File: src/rtl/timer_subsystem_pkg.sv
// shared constants and types for the timer subsystem
package timer_subsystem_pkg;
	localparam int unsigned CLK_HZ        = 10_000_000;
	localparam int unsigned RTC_W         = 70;
	localparam int unsigned RTC_CH        = 3;
	localparam int unsigned GT_UNITS      = 4;
	localparam int unsigned NET_W         = 32;
	// register byte offsets
	localparam logic [7:0]  A_CTRL        = 8'h00;
	localparam logic [7:0]  A_RTC_INC     = 8'h04;
	localparam logic [7:0]  A_RTC_CAL     = 8'h08;
	localparam logic [7:0]  A_RTC_LO      = 8'h0C;
	localparam logic [7:0]  A_RTC_MID     = 8'h10;
	localparam logic [7:0]  A_RTC_HI      = 8'h14;
	localparam logic [7:0]  A_RTC_CMP0    = 8'h18;
	localparam logic [7:0]  A_STATUS      = 8'h24;
	localparam logic [7:0]  A_NET         = 8'h28;
	localparam logic [7:0]  A_WDT_LOAD    = 8'h2C;
	localparam logic [7:0]  A_WDT_SVC     = 8'h30;
	localparam logic [7:0]  A_WDT_VAL     = 8'h34;
	localparam logic [7:0]  A_GT_BASE     = 8'h40;
	localparam logic [7:0]  A_GT_STRIDE   = 8'h10;
	// unit sub-offsets: cfg, load, match, value
	localparam logic [3:0]  GT_CFG        = 4'h0;
	localparam logic [3:0]  GT_LOAD       = 4'h4;
	localparam logic [3:0]  GT_MATCH      = 4'h8;
	localparam logic [3:0]  GT_VAL        = 4'hC;
	// control bit positions
	localparam int unsigned C_RTC_EN      = 0;
	localparam int unsigned C_NET_EN      = 1;
	localparam int unsigned C_WDT_EN      = 2;
	localparam int unsigned C_RTC_DBG_RUN = 3;
	// reset values: nominal 32.768 kHz tick adds 1.0 in 16.16
	localparam logic [31:0] RTC_INC_RST   = 32'h0001_0000;
	localparam logic [31:0] WDT_LOAD_RST  = 32'h0000_FFFF;
	localparam logic [31:0] WDT_SVC_KEY   = 32'h1ACC_E551;
	localparam logic [31:0] UNMAPPED_RD   = 32'h0000_0000;
	// mode encoding within a unit config word
	typedef enum logic [2:0] {
		GM_ONESHOT = 3'h0,
		GM_PERIOD  = 3'h1,
		GM_PWM     = 3'h2,
		GM_EDGE_T  = 3'h3,
		GM_EDGE_C  = 3'h4
	} gt_mode_t;
	typedef enum logic [1:0] {
		PM_ACTIVE   = 2'h0,
		PM_IDLE     = 2'h1,
		PM_STANDBY  = 2'h2,
		PM_SHUTDOWN = 2'h3
	} power_mode_t;
	typedef struct packed {
		logic        cyc;
		logic        stb;
		logic        we;
		logic [3:0]  sel;
		logic [7:0]  adr;
		logic [31:0] dat;
	} wb_req_t;
	typedef struct packed {
		logic        ack;
		logic [31:0] dat;
	} wb_rsp_t;
endpackage : timer_subsystem_pkg

File: src/rtl/timer_subsystem.sv
// timer subsystem: rtc, general timers, network timer, watchdog
//
// Functional notes
// - 70-bit counter, three channels, low clock.
// - counter runs in all modes except shutdown.
// - calibration trims counter rate for drift.
// - programmable tick increment for other frequencies.
// - counter stops during debug halt by default.
// - four units: 32-bit or two 16-bit.
// - general timers clocked up to 48 MHz; here GT_HZ may not exceed the 10 MHz CLK_HZ.
// - oneshot, periodic, pwm, edge time, edge count; here a split unit's upper half gives no pwm output.
// - timer io wired to event fabric.
// - general timers only active and idle.
// - 32-bit multichannel network timer at 4 MHz; here a single counter with no channels.
// - network timer resyncs to rtc on switching.
// - watchdog interrupts, then resets on failure.
// - watchdog counter clocked at 1.5 MHz.
// - enabled watchdog cannot be disabled until reset.
// - watchdog pauses in standby or debug halt.
// - low clock nominally 32.768 kHz.
// - standby keeps only always-on domain counting; here the network timer is not gated by power mode.
//
// Our own choices: the Wishbone slave port and the address map.
`timescale 1ns/100ps
`default_nettype none
module timer_subsystem
	import timer_subsystem_pkg::*;
#(
	parameter int unsigned GT_HZ  = 10_000_000,
	parameter int unsigned NET_HZ = 4_000_000,
	parameter int unsigned WDT_HZ = 1_500_000
) (
	input  wire logic                 clk_i,
	input  wire logic                 rst_i,
	input  wire logic                 ce_i,
	input  wire wb_req_t              wb_req_i,
	output wb_rsp_t                   wb_rsp_o,
	input  wire logic                 low_freq_sys_clock_i,
	input  wire logic [1:0]           power_mode_i,
	input  wire logic                 debug_halt_i,
	input  wire logic                 radio_on_i,
	input  wire logic [GT_UNITS*2-1:0] event_in_i,
	output logic      [GT_UNITS*2-1:0] event_out_o,
	output logic      [RTC_CH-1:0]    rtc_cmp_o,
	output logic                      wdt_irq_o,
	output logic                      wdt_reset_o
);
	// fractional accumulators turn the fast clock into slower tick rates
	localparam int unsigned PH_W = 32;
	localparam logic [PH_W-1:0] GT_STEP =
		PH_W'((64'(GT_HZ) << 32) / 64'(CLK_HZ));
	localparam logic [PH_W-1:0] NET_STEP =
		PH_W'((64'(NET_HZ) << 32) / 64'(CLK_HZ));
	localparam logic [PH_W-1:0] WDT_STEP =
		PH_W'((64'(WDT_HZ) << 32) / 64'(CLK_HZ));

	initial begin
		if (GT_HZ > 48_000_000 || GT_HZ > CLK_HZ || NET_HZ > CLK_HZ || WDT_HZ > CLK_HZ)
			$error("tick rate must not exceed clock or 48 MHz");
	end

	power_mode_t pm;
	assign pm = power_mode_t'(power_mode_i);
	logic aon_run, periph_run;
	assign aon_run    = ce_i && pm != PM_SHUTDOWN;
	assign periph_run = ce_i && (pm == PM_ACTIVE || pm == PM_IDLE);

	// bus decode
	logic wr, rd_req;
	assign wr     = ce_i && wb_req_i.cyc && wb_req_i.stb && wb_req_i.we && !wb_rsp_o.ack;
	assign rd_req = ce_i && wb_req_i.cyc && wb_req_i.stb && !wb_rsp_o.ack;

	logic [31:0] ctrl, rtc_inc, rtc_cal, wdt_load;
	logic [RTC_W-1:0] rtc_cmp [RTC_CH];

	function automatic logic [31:0] merge(input logic [31:0] old, input logic [31:0] nw,
		input logic [3:0] sel);
		logic [31:0] r;
		r = old;
		for (int b = 0; b < 4; b++)
			if (sel[b]) r[b*8 +: 8] = nw[b*8 +: 8];
		return r;
	endfunction : merge

	always_ff @(posedge clk_i) begin
		if (rst_i) begin
			ctrl     <= '0;
			rtc_inc  <= RTC_INC_RST;
			rtc_cal  <= '0;
			wdt_load <= WDT_LOAD_RST;
		end else if (wr) begin
			unique case (wb_req_i.adr)
				A_CTRL: begin
					ctrl <= merge(ctrl, wb_req_i.dat, wb_req_i.sel);
					if (ctrl[C_WDT_EN])
						ctrl[C_WDT_EN] <= 1'b1;
				end
				A_RTC_INC: rtc_inc  <= merge(rtc_inc, wb_req_i.dat, wb_req_i.sel);
				A_RTC_CAL: rtc_cal  <= merge(rtc_cal, wb_req_i.dat, wb_req_i.sel);
				A_WDT_LOAD: wdt_load <= merge(wdt_load, wb_req_i.dat, wb_req_i.sel);
				default: ;
			endcase
		end
	end

	// rtc: 70-bit counter, low 16 bits a fraction, advances per low clock rise
	logic lf_q, lf_rise;
	logic [RTC_W-1:0] rtc;
	always_ff @(posedge clk_i) begin
		if (rst_i)
			lf_q <= 1'b0;
		else if (ce_i)
			lf_q <= low_freq_sys_clock_i;
	end
	assign lf_rise = low_freq_sys_clock_i && !lf_q;

	logic rtc_go;
	logic [RTC_W-1:0] rtc_step;
	assign rtc_step = rtc + RTC_W'(rtc_inc);
	assign rtc_go = aon_run && ctrl[C_RTC_EN] && lf_rise &&
		(!debug_halt_i || ctrl[C_RTC_DBG_RUN]);
	always_ff @(posedge clk_i) begin
		if (rst_i)
			rtc <= '0;
		else if (rtc_go)
			rtc <= rtc_step + {{(RTC_W-32){rtc_cal[31]}}, rtc_cal};
	end

	// compare channels
	genvar gc;
	generate
		for (gc = 0; gc < RTC_CH; gc++) begin : g_cmp
			logic [7:0] base;
			assign base = A_RTC_CMP0 + 8'(gc * 4);
			always_ff @(posedge clk_i) begin
				if (rst_i)
					rtc_cmp[gc] <= '1;
				else if (wr && wb_req_i.adr == base)
					rtc_cmp[gc] <= {wb_req_i.dat[RTC_W-39:0], 32'h0000_0000, 6'h00};
			end
			always_ff @(posedge clk_i) begin
				if (rst_i)
					rtc_cmp_o[gc] <= 1'b0;
				else if (ce_i)
					rtc_cmp_o[gc] <= rtc_go && rtc[RTC_W-1:16] < rtc_cmp[gc][RTC_W-1:16] &&
						rtc_step[RTC_W-1:16] >= rtc_cmp[gc][RTC_W-1:16];
			end
		end
	endgenerate

	// network timer, 4 MHz by phase accumulator, reloaded from rtc on radio switch
	logic [PH_W-1:0] net_ph, wdt_ph;
	logic [NET_W-1:0] net;
	logic radio_q, net_tick;
	assign net_tick = (net_ph + NET_STEP) < net_ph;
	always_ff @(posedge clk_i) begin
		if (rst_i) begin
			net_ph  <= '0;
			net     <= '0;
			radio_q <= 1'b0;
		end else if (ce_i) begin
			radio_q <= radio_on_i;
			net_ph  <= net_ph + NET_STEP;
			if (radio_on_i != radio_q)
				net <= NET_W'((rtc[RTC_W-1:16] * 64'd4_000_000) >> 15);
			else if (radio_on_i && ctrl[C_NET_EN] && net_tick)
				net <= net + 32'h0000_0001;
		end
	end
	// crystal source is a software precondition

	// watchdog
	logic [31:0] wdt;
	logic wdt_tick, svc;
	assign wdt_tick = (wdt_ph + WDT_STEP) < wdt_ph;
	assign svc = wr && wb_req_i.adr == A_WDT_SVC && wb_req_i.dat == WDT_SVC_KEY;
	logic wdt_run;
	assign wdt_run = aon_run && pm != PM_STANDBY && !debug_halt_i && ctrl[C_WDT_EN];
	always_ff @(posedge clk_i) begin
		if (rst_i) begin
			wdt_ph      <= '0;
			wdt         <= WDT_LOAD_RST;
			wdt_irq_o   <= 1'b0;
			wdt_reset_o <= 1'b0;
		end else if (ce_i) begin
			if (wdt_run)
				wdt_ph <= wdt_ph + WDT_STEP;
			if (wdt_run && wdt_tick && wdt == '0) begin
				wdt <= wdt_load;
				if (wdt_irq_o)
					wdt_reset_o <= 1'b1;
				wdt_irq_o <= 1'b1;
			end else begin
				if (svc) begin
					wdt       <= wdt_load;
					wdt_irq_o <= 1'b0;
				end else if (wdt_run && wdt_tick)
					wdt <= wdt - 32'h0000_0001;
			end
		end
	end

	// general timer units, 16-bit halves a and b
	logic [31:0] gt_cfg [GT_UNITS];
	logic [31:0] gt_val [GT_UNITS];
	logic [PH_W-1:0] gt_ph;
	logic gt_tick;
	assign gt_tick = GT_HZ == CLK_HZ || (gt_ph + GT_STEP) < gt_ph;
	always_ff @(posedge clk_i) begin
		if (rst_i)
			gt_ph <= '0;
		else if (periph_run)
			gt_ph <= gt_ph + GT_STEP;
	end
	logic [2*GT_UNITS-1:0] ev_q;
	always_ff @(posedge clk_i) begin
		if (rst_i)
			ev_q <= '0;
		else if (ce_i)
			ev_q <= event_in_i;
	end

	genvar gu;
	generate
		for (gu = 0; gu < GT_UNITS; gu++) begin : g_unit
			logic [31:0] load, match, cnt, cap;
			logic [1:0]  done;
			logic        split, en;
			gt_mode_t    mode;
			logic [7:0]  base;
			assign base  = A_GT_BASE + 8'(gu) * A_GT_STRIDE;
			assign en    = gt_cfg[gu][0];
			assign split = gt_cfg[gu][1];
			assign mode  = gt_mode_t'(gt_cfg[gu][4:2]);
			assign gt_val[gu] = (mode == GM_EDGE_T) ? cap : cnt;
			always_ff @(posedge clk_i) begin
				if (rst_i) begin
					gt_cfg[gu] <= '0;
					load       <= '0;
					match      <= '0;
				end else if (wr && wb_req_i.adr[7:4] == base[7:4]) begin
					unique case (wb_req_i.adr[3:0])
						GT_CFG:   gt_cfg[gu] <= merge(gt_cfg[gu], wb_req_i.dat, wb_req_i.sel);
						GT_LOAD:  load  <= merge(load, wb_req_i.dat, wb_req_i.sel);
						GT_MATCH: match <= merge(match, wb_req_i.dat, wb_req_i.sel);
						default: ;
					endcase
				end
			end
			// oneshot, periodic and pwm halves count down from the load, edge modes count up; split halves run independently
			for (genvar h = 0; h < 2; h++) begin : g_half
				localparam int unsigned LO = h * 16;
				logic edge_in, tick, zero;
				logic [31:0] m;
				assign m       = split ? 32'h0000_FFFF : 32'hFFFF_FFFF;
				// unsplit upper half follows the lower half's edges and tick
				assign edge_in = split ? event_in_i[gu*2+h] && !ev_q[gu*2+h] :
					event_in_i[gu*2] && !ev_q[gu*2];
				assign zero    = split ? cnt[LO +: 16] == 16'h0000 : cnt == '0;
				assign tick    = periph_run && en && gt_tick;
				always_ff @(posedge clk_i) begin
					if (rst_i) begin
						done[h] <= 1'b0;
					end else if (tick && mode == GM_ONESHOT && zero)
						done[h] <= 1'b1;
					else if (wr && wb_req_i.adr == base + 8'(GT_CFG))
						done[h] <= 1'b0;
				end
				always_ff @(posedge clk_i) begin
					if (rst_i) begin
						cnt[LO +: 16] <= '0;
						cap[LO +: 16] <= '0;
					end else if (tick) begin
						unique case (mode)
							GM_EDGE_C: if (edge_in) cnt[LO +: 16] <= split ?
								cnt[LO +: 16] + 16'h0001 : 16'((cnt + 32'h1) >> LO);
							GM_EDGE_T: begin
								cnt[LO +: 16] <= split ? cnt[LO +: 16] + 16'h0001 :
									16'((cnt + 32'h1) >> LO);
								if (edge_in) cap[LO +: 16] <= cnt[LO +: 16];
							end
							GM_ONESHOT: if (!zero) cnt[LO +: 16] <= split ?
								cnt[LO +: 16] - 16'h0001 : 16'((cnt - 32'h1) >> LO);
							default: cnt[LO +: 16] <= zero ? load[LO +: 16] : (split ?
								cnt[LO +: 16] - 16'h0001 : 16'((cnt - 32'h1) >> LO));
						endcase
					end else if (wr && wb_req_i.adr == base + 8'(GT_LOAD))
						cnt[LO +: 16] <= wb_req_i.dat[LO +: 16];
				end
				always_ff @(posedge clk_i) begin
					if (rst_i)
						event_out_o[gu*2+h] <= 1'b0;
					else if (ce_i)
						event_out_o[gu*2+h] <= (mode == GM_PWM) ?
							((cnt & m) >> LO) > ((match & m) >> LO) :
							tick && zero;
				end
			end
		end
	endgenerate

	// read mux and ack
	logic [31:0] rd;
	always_comb begin
		rd = UNMAPPED_RD;
		unique case (wb_req_i.adr)
			A_CTRL:     rd = ctrl;
			A_RTC_INC:  rd = rtc_inc;
			A_RTC_CAL:  rd = rtc_cal;
			A_RTC_LO:   rd = rtc[31:0];
			A_RTC_MID:  rd = rtc[63:32];
			A_RTC_HI:   rd = {26'h0, rtc[69:64]};
			A_STATUS:   rd = {26'h0, wdt_reset_o, wdt_irq_o, 1'b0, rtc_cmp_o};
			A_NET:      rd = net;
			A_WDT_LOAD: rd = wdt_load;
			A_WDT_VAL:  rd = wdt;
			default: begin
				if (wb_req_i.adr >= A_GT_BASE)
					for (int u = 0; u < GT_UNITS; u++)
						if (wb_req_i.adr[7:4] == 4'(u + 4))
							rd = wb_req_i.adr[3:0] == GT_CFG ? gt_cfg[u] : gt_val[u];
			end
		endcase
	end
	always_ff @(posedge clk_i) begin
		if (rst_i)
			wb_rsp_o <= '0;
		else if (ce_i) begin
			wb_rsp_o.ack <= rd_req;
			wb_rsp_o.dat <= rd;
		end
	end

	AST_WDT_LOCK: assert property (@(posedge clk_i) disable iff (rst_i)
		ctrl[C_WDT_EN] |=> ctrl[C_WDT_EN]) else $error("watchdog disabled");
	AST_WDT_SEQ: assert property (@(posedge clk_i) disable iff (rst_i)
		$rose(wdt_reset_o) |-> $past(wdt_irq_o)) else $error("reset without irq");
	AST_RTC_HALT: assert property (@(posedge clk_i) disable iff (rst_i)
		debug_halt_i && !ctrl[C_RTC_DBG_RUN] |=> $stable(rtc)) else $error("rtc moved");
	AST_RTC_OFF: assert property (@(posedge clk_i) disable iff (rst_i)
		pm == PM_SHUTDOWN |=> $stable(rtc)) else $error("rtc in shutdown");
	AST_WDT_PAUSE: assert property (@(posedge clk_i) disable iff (rst_i)
		pm == PM_STANDBY && !svc |=> $stable(wdt)) else $error("wdt ran");
	AST_ACK: assert property (@(posedge clk_i) disable iff (rst_i)
		ce_i && wb_req_i.cyc && wb_req_i.stb && !wb_rsp_o.ack |=> wb_rsp_o.ack)
		else $error("no ack");
	AST_GT_STBY: assert property (@(posedge clk_i) disable iff (rst_i)
		pm == PM_STANDBY |-> !g_unit[0].g_half[0].tick) else $error("timer in standby");
	AST_NET_SYNC: assert property (@(posedge clk_i) disable iff (rst_i)
		ce_i && radio_on_i != radio_q |=> net == NET_W'(($past(rtc[RTC_W-1:16]) *
		64'd4_000_000) >> 15)) else $error("net not resynced");
endmodule : timer_subsystem
`default_nettype wire

File: config.mk
export PLATFORM = sky130hd
export DESIGN_NAME = timer_subsystem
export DESIGN_NICKNAME = d
export VERILOG_FILES = /design/src/rtl/timer_subsystem_pkg.sv /design/src/rtl/timer_subsystem.sv
export SDC_FILE = /design/constraint.sdc
export NUM_CORES = 2
export LEC_CHECK = 0
export BUFFER_PORTS_ARGS = -buffer_cell sky130_fd_sc_hd__buf_2
export CELL_PAD_IN_SITES_DETAIL_PLACEMENT = 1
export CELL_PAD_IN_SITES_GLOBAL_PLACEMENT = 1
export CORE_MARGIN = 1.5
export CORE_UTILIZATION = 45
export DETAILED_ROUTE_END_ITERATION = 7
export GPL_TIMING_DRIVEN = 0
export PLACE_DENSITY = 0.86
export REMOVE_ABC_BUFFERS = 1
export SLEW_MARGIN = 25
export SYNTH_ARGS = -nofsm -noshare
export SYNTH_HDL_FRONTEND = slang
export SYNTH_SLANG_ARGS = --single-unit
File: constraint.sdc
create_clock -name clk_i -period 13.1 [get_ports clk_i]
set_clock_uncertainty 0.05 [all_clocks]
set_input_delay 0.655 -clock clk_i [delete_from_list [all_inputs] [get_ports clk_i]]
set_output_delay 0.655 -clock clk_i [all_outputs]
set_load 0.1 [all_outputs]
# Word-level counts from Yosys, hierarchy flattened
# Memories as Yosys holds them, arrays and structs flattened.
# Index checks and enable logic that the tools add are counted.
[word_totals]
reg_bits = 894
ram_bits = 338
inputBits = 63
output_inout_bits = 46
elab_cells = 583
mem_count = 2
[mem_list]
columns = ["memory", "depth", "width", "read_ports", "rd_ports_with_merged_regs", "write_ports", "line", "text"]
rows = [
  ["rtc_cmp", 3, 70, 3, 0, 3, "timer_subsystem.sv:74", "logic [RTC_W-1:0] rtc_cmp [RTC_CH];"],
  ["gt_cfg", 4, 32, 4, 0, 4, "timer_subsystem.sv:204", "logic [31:0] gt_cfg [GT_UNITS];"],
]
[op_classes]
addsub = 30
n_mul = 1
order_cmp = 17
n_eq_ne = 56
mux = 206
bitwise = 15
n_reduce_logical = 168
[op_table]
columns = ["cell", "n"]
rows = [
  ["2-to-1 mux 16 bit", 56],
  ["2-to-1 mux 32 bit", 26],
  ["2-to-1 mux 8 bit", 64],
  ["case mux 16 bit (3 select lines)", 8],
  ["case mux 32 bit (10 select lines)", 1],
  ["bitwise AND 32 bit", 8],
  ["2-to-1 mux 70 bit", 3],
  ["AND reduction 3 bit", 66],
  ["greater-or-equal comparator 54 bit", 3],
  ["< comparator 54 bit", 3],
  ["adder 32 x 1 -> 32 bit (second input constant)", 5],
  ["logical NOT 32 bit", 5],
  ["subtractor 32 x 1 -> 32 bit (second input constant)", 5],
  ["adder 16 x 1 -> 16 bit (second input constant)", 8],
  ["> comparator 32 bit", 4],
  ["logical NOT 16 bit", 8],
  ["subtractor 16 x 1 -> 16 bit (second input constant)", 8],
  ["adder 70 x 32 -> 70 bit", 1],
  ["adder 70 bit", 1],
  ["> comparator 16 bit", 4],
  ["< comparator 32 bit", 2],
  ["logical AND 1 bit", 57],
  ["multiplier 54 x 14 -> 39 bit (second input constant)", 1],
  ["== test 8 x 6 -> 1 bit (second input constant)", 6],
  ["28 further kinds", 140],
]

# Longest topological paths before layout
# An unclocked memory read counts as a cell.
[depth]
word_depth = 10
mapped_depth = 26
ltp_nobuf = 24

# Least setup slack after synthesis
# No wires, ideal clock.
[synth_path]
path_type = "reg2reg"
startpoint = "reg rtc[20]"
endpoint = "reg net[24]"
setup_ps = 135
arrival_time_ps = 5728
required_ps = 12915
slack_ps = 7186
stages_incl_launch_ff = 21
n_path_buf = 0
synth_period_minus_slack_ps = 5914
path_cell_list = "dfxtp_1 inv_1 fa_1 inv_1 fa_1 fa_1 fa_1 ha_1 inv_1 fa_1 inv_1 ha_1 a21o_1 a21o_1 a21oi_1 o21ai_0 a211o_1 a311o_1 a31o_2 o31ai_1 a21oi_1"
[synth_via]
elab_chain_cells = 2
[synth_lines]
columns = ["item", "line", "text"]
rows = [
  ["start, declared", "timer_subsystem.sv:108", "logic [RTC_W-1:0] rtc;"],
  ["start signal, assigned", "timer_subsystem.sv:126", "rtc <= rtc_step + {{(RTC_W-32){rtc_cal[31]}}, rtc_cal};"],
  ["multiplier 54 x 14 -> 39 bit", "timer_subsystem.sv:165", "net <= NET_W'((rtc[RTC_W-1:16] * 64'd4_000_000) >> 15);"],
  ["2-to-1 mux 32 bit", "timer_subsystem.sv:164", "if (radio_on_i != radio_q)"],
  ["end signal, assigned", "timer_subsystem.sv:165", ""],
  ["end signal, assigned", "timer_subsystem.sv:167", "net <= net + 32'h0000_0001;"],
  ["end, declared", "timer_subsystem.sv:153", "logic [NET_W-1:0] net;"],
]
# Every way passes these cells.
# A chain may end at the register's enable or synchronous reset.

# Worst setup path in the final report
[layout_path]
startpoint = "reg rtc[0]"
endpoint = "reg rtc[69]"
[layout_via]
elab_chain_cells = 2
[layout_lines]
columns = ["item", "line", "text"]
rows = [
  ["adder 70 x 32 -> 70 bit", "timer_subsystem.sv:119", "assign rtc_step = rtc + RTC_W'(rtc_inc);"],
  ["adder 70 bit", "timer_subsystem.sv:126", ""],
]
# Every way passes these cells.

==> impl_results.md <==
* Gr usage total at 0.354
* Crit start category: register
* Setup violators final at 0
* Htree depth at 3
* Logic pwr share at 0.117
* Register area share after synthesis at 0.309
* Final min period at about 8.1 ns
* Sw Ratio at 0.281
* Post-detail-place hpwl at 231 mm
* Clk slew on worst S/H paths at around 0.070 ns
* DRT Pass-1 Iters at 8
* Yosys top cell area share at 0.224
* Setup TNS at 0 ns
* Drt total wl at ~330 mm
* Starting Density at 0.453
* Synth warn at 0
* Final net count at between 10,000 and 15,000
* DR WL/cell at between 20 and 30 µm
* Internal at 6.04 mW
* CP Max Fanout at 10
* Die width at 424 µm
* Postcts setup bufs at 0
* Synth area leader: dfxtp_1
* Leakage at 36.4 nW
* Clock sinks at 1,119
* Via Count at roughly 80,000
* Fin crit share at 0.617
* Num CTS Buffers at 121
* Worst-margin pin slew at roughly 1.3 ns
* CTS Hold Bufs at 0
* Clock power share at 0.450
* WHS at ~0.079 ns
* Mapped Area at between 70,000 and 80,000 µm²
* EDFF count, synth at roughly 230
* Req. time, crit path at 13.70 ns
* Core area at around 180,000 µm²
* Post-Place Cells at around 12,000
* CP Capture Type: register
* Post-synth ARST share at 0
* RSZ-0062 raised after global routing: false
* Overflow left after global routing at 0
* Port Buffers at about 110
* Crit path arrival time at roughly 8.7 ns
* Power Total at 8.40 mW
* Psw at roughly 2.4 mW
* Syn avg cell area at between 8 and 9 µm²
* Via density at 6.51
* Slew HR at 0.113
* Failing checks: design-rule violations
* Number of cell rows at roughly 150
* Die height at 424 µm
* Finished Layout Cells at about 12,000
* Clk root buf: clkbuf_16
* DRC violations left at 2
* DIE AREA at approximately 180,000 µm²
* PostCTS Resize Cnt at 0
* Initial antenna violation count at 24
* Max-cap viol count at 0
* Routability cong. at 0.970
* Synth Register Bits at ~1,100
* Final Hold Viols at 0
* Pin count of the biggest net entering global routing at around 110
* CTS tree: built
* Drt first-iter violations at around 8,400
* Worst skew pair latency at roughly 0.8 ns
* Hold Path Class: in -> reg
* # IOs at between 100 and 150
* Global-route wire length before repair at slightly below 500 mm
* Vias in the first global route at 80,120
* Top FF cell, synth: dfxtp_1
* Sequential power share at 0.434
* Post-route ant nets at 0
* Synth unique cells at 100
* Pins over their slew limit at 0
* Cell count after synthesis at roughly 10,000
* Power per Cell Area at around 96 nW/µm²
* Fmax achieved at between 0.1 and 0.15 GHz
* Layout cell share with drive strength beyond 1 at 0.0625
* Synth-to-Final Area Change at 9.47%
* Synth top area cells: dfxtp_1 (22%), ha_1 (11%), edfxtp_1 (8.5%)
* Worst VDD drop at 0.115 mV
* Final-layout fill cell count at between 20,000 and 25,000
* Critical path class: reg -> reg
* Status: complete, but fails checks
* CTS max path bufs at 3
-- final timing paths --
path	start	to	slack, ns	cells after the start
max	rtc[0]	rtc[69]	5.02	25
min reg2reg	g_unit[3].load[29]	g_unit[3].load[29]	0.41	2
min	event_in_i[1]	ev_q[1]	0.08	3
max reg2reg	rtc[0]	rtc[69]	5.02	25
-- per-stage QoR --
| step | util | instance area (µm²) | setup WS, ns |
|---|---|---|---|
| final | 0.496 | 87300 | 5.02 |
| after CTS | 0.495 | 87200 | 5.39 |
| after floorplan | - | 77200 | -2.56 |
| after detailed placement | 0.471 | 82900 | 5.36 |
| after global routing | 0.496 | 87300 | 4.64 |
| after global placement | 0.458 | 80700 | -16.50 |
-- cell families after synthesis --
logic type	Yosys count	share of synthesized area
AO/OA/AOI/OAI	2538	0.201
XOR/XNOR	371	0.0407
buffers and inverters	1203	0.0572
adder cells (fa/ha/maj)	854	0.146
flip-flops	1119	0.309
multiplexers	282	0.0354
AND/OR/NAND/NOR	3586	0.210
-- Yosys cell counts (all sizes together) (34+ instances only) --
master	instances
o22ai	65
o221ai	34
buf	72
nor3	234
fa	132
a31oi	58
nand4	167
o211ai	101
a222oi	56
or3	53
nor4	69
dfxtp	893
xnor2	233
edfxtp	226
xor2	138
inv	530
nand2	1243
and2	169
a221oi	90
nand3	340
a211oi	163
nand2b	167
nor2	847
o21ai	421
clkbuf	600
and3	64
a21o	228
mux2i	279
nor2b	113
o21a	44
ha	722
a22oi	51
a21oi	988
-- sequential cells by signal, indices dropped and copies added (netlist names), 33 cells and up --
signal	cells
g_unit.cap	128
g_unit.cnt	128
g_unit.load	128
gt_cfg	128
rtc	70
rtc_cmp	99
wb_rsp_o	33
g_unit.match	128
-- area by class of cell --
cell class / instances / area [µm²] / area share
repair buffers: 232 / 2370 / 0.0271
clock buffers: 165 / 3530 / 0.0405
well taps: 2340 / 2930 / 0.0335
diodes: 14 / 35.0 / 0.000401
clock inverters: 62 / 778 / 0.00891
inverters: 531 / 2000 / 0.0229
flip-flops and latches: 1119 / 24700 / 0.283
multi-input cells: 7631 / 51000 / 0.584
-- power by group through the flow --
| stage | clock (mW) | sequential [mW] | combinational (mW) |
|---|---|---|---|
| CTS | 3.79 | 3.64 | 0.945 |
| global route | 3.91 | 3.64 | 1.03 |
| global placement | 0 | 3.71 | 0.874 |
| finish | 3.78 | 3.64 | 0.981 |
| floorplan | 0 | 3.73 | 0.488 |
| detailed placement | 0 | 3.71 | 0.937 |
-- routing by layer --
metal | part of all wire | wire length (µm) | GRT usage
met5 | 0.00018 | 60 | 0
met4 | 0.079 | 25900 | 0.250
met3 | 0.085 | 27700 | 0.0523
met2 | 0.44 | 145000 | 0.558
met1 | 0.39 | 128000 | 0.442
-- critical path, stage by stage (launching register included) --
cell and delay [ns]:
dfxtp_1 0.38, ha_1 0.22, inv_1 0.07, fa_1 0.40, nor2b_1 0.14, o21a_1 0.15
o21ai_0 0.12, a21oi_1 0.30, a41oi_1 0.33, o31ai_1 0.66, a31oi_1 0.28, o211ai_1 0.51
buf_2 0.30, nand4_1 0.14, xnor2_1 0.55, ha_1 0.47, a211oi_1 0.34, o21ai_0 0.18
a32oi_1 0.34, nor3_1 0.09, a2111oi_0 0.72, o41ai_2 0.33, a21oi_1 0.33, o21ai_0 0.23
mux2i_1 0.15, nand4b_1 0.19
-- layout by cell type, fill, tap and decap left out, types with 34 or more instances in the layout --
master	netlist	final
and2_1	169	163
nand2_1	1243	1230
a21o_1	227	226
o221ai_1	34	34
nand2b_1	167	166
a222oi_1	56	56
a21oi_1	985	982
nor2b_1	113	111
o21a_1	44	44
nor2_1	846	830
or3_1	52	52
nor4_1	64	63
nand3_1	340	339
nor3_1	233	216
dfxtp_1	893	883
and3_1	63	62
a211oi_1	163	156
buf_2	24	118
mux2i_1	279	279
nand4_1	167	167
xnor2_1	233	232
o21ai_0	410	405
a31oi_1	57	56
ha_1	722	722
a221oi_1	90	89
fa_1	132	132
inv_1	530	526
o211ai_1	101	101
a22oi_1	51	51
clkbuf_16	0	127
o22ai_1	65	65
buf_4	1	35
edfxtp_1	226	226
xor2_1	138	137
Power figures use the tool's default switching activity.
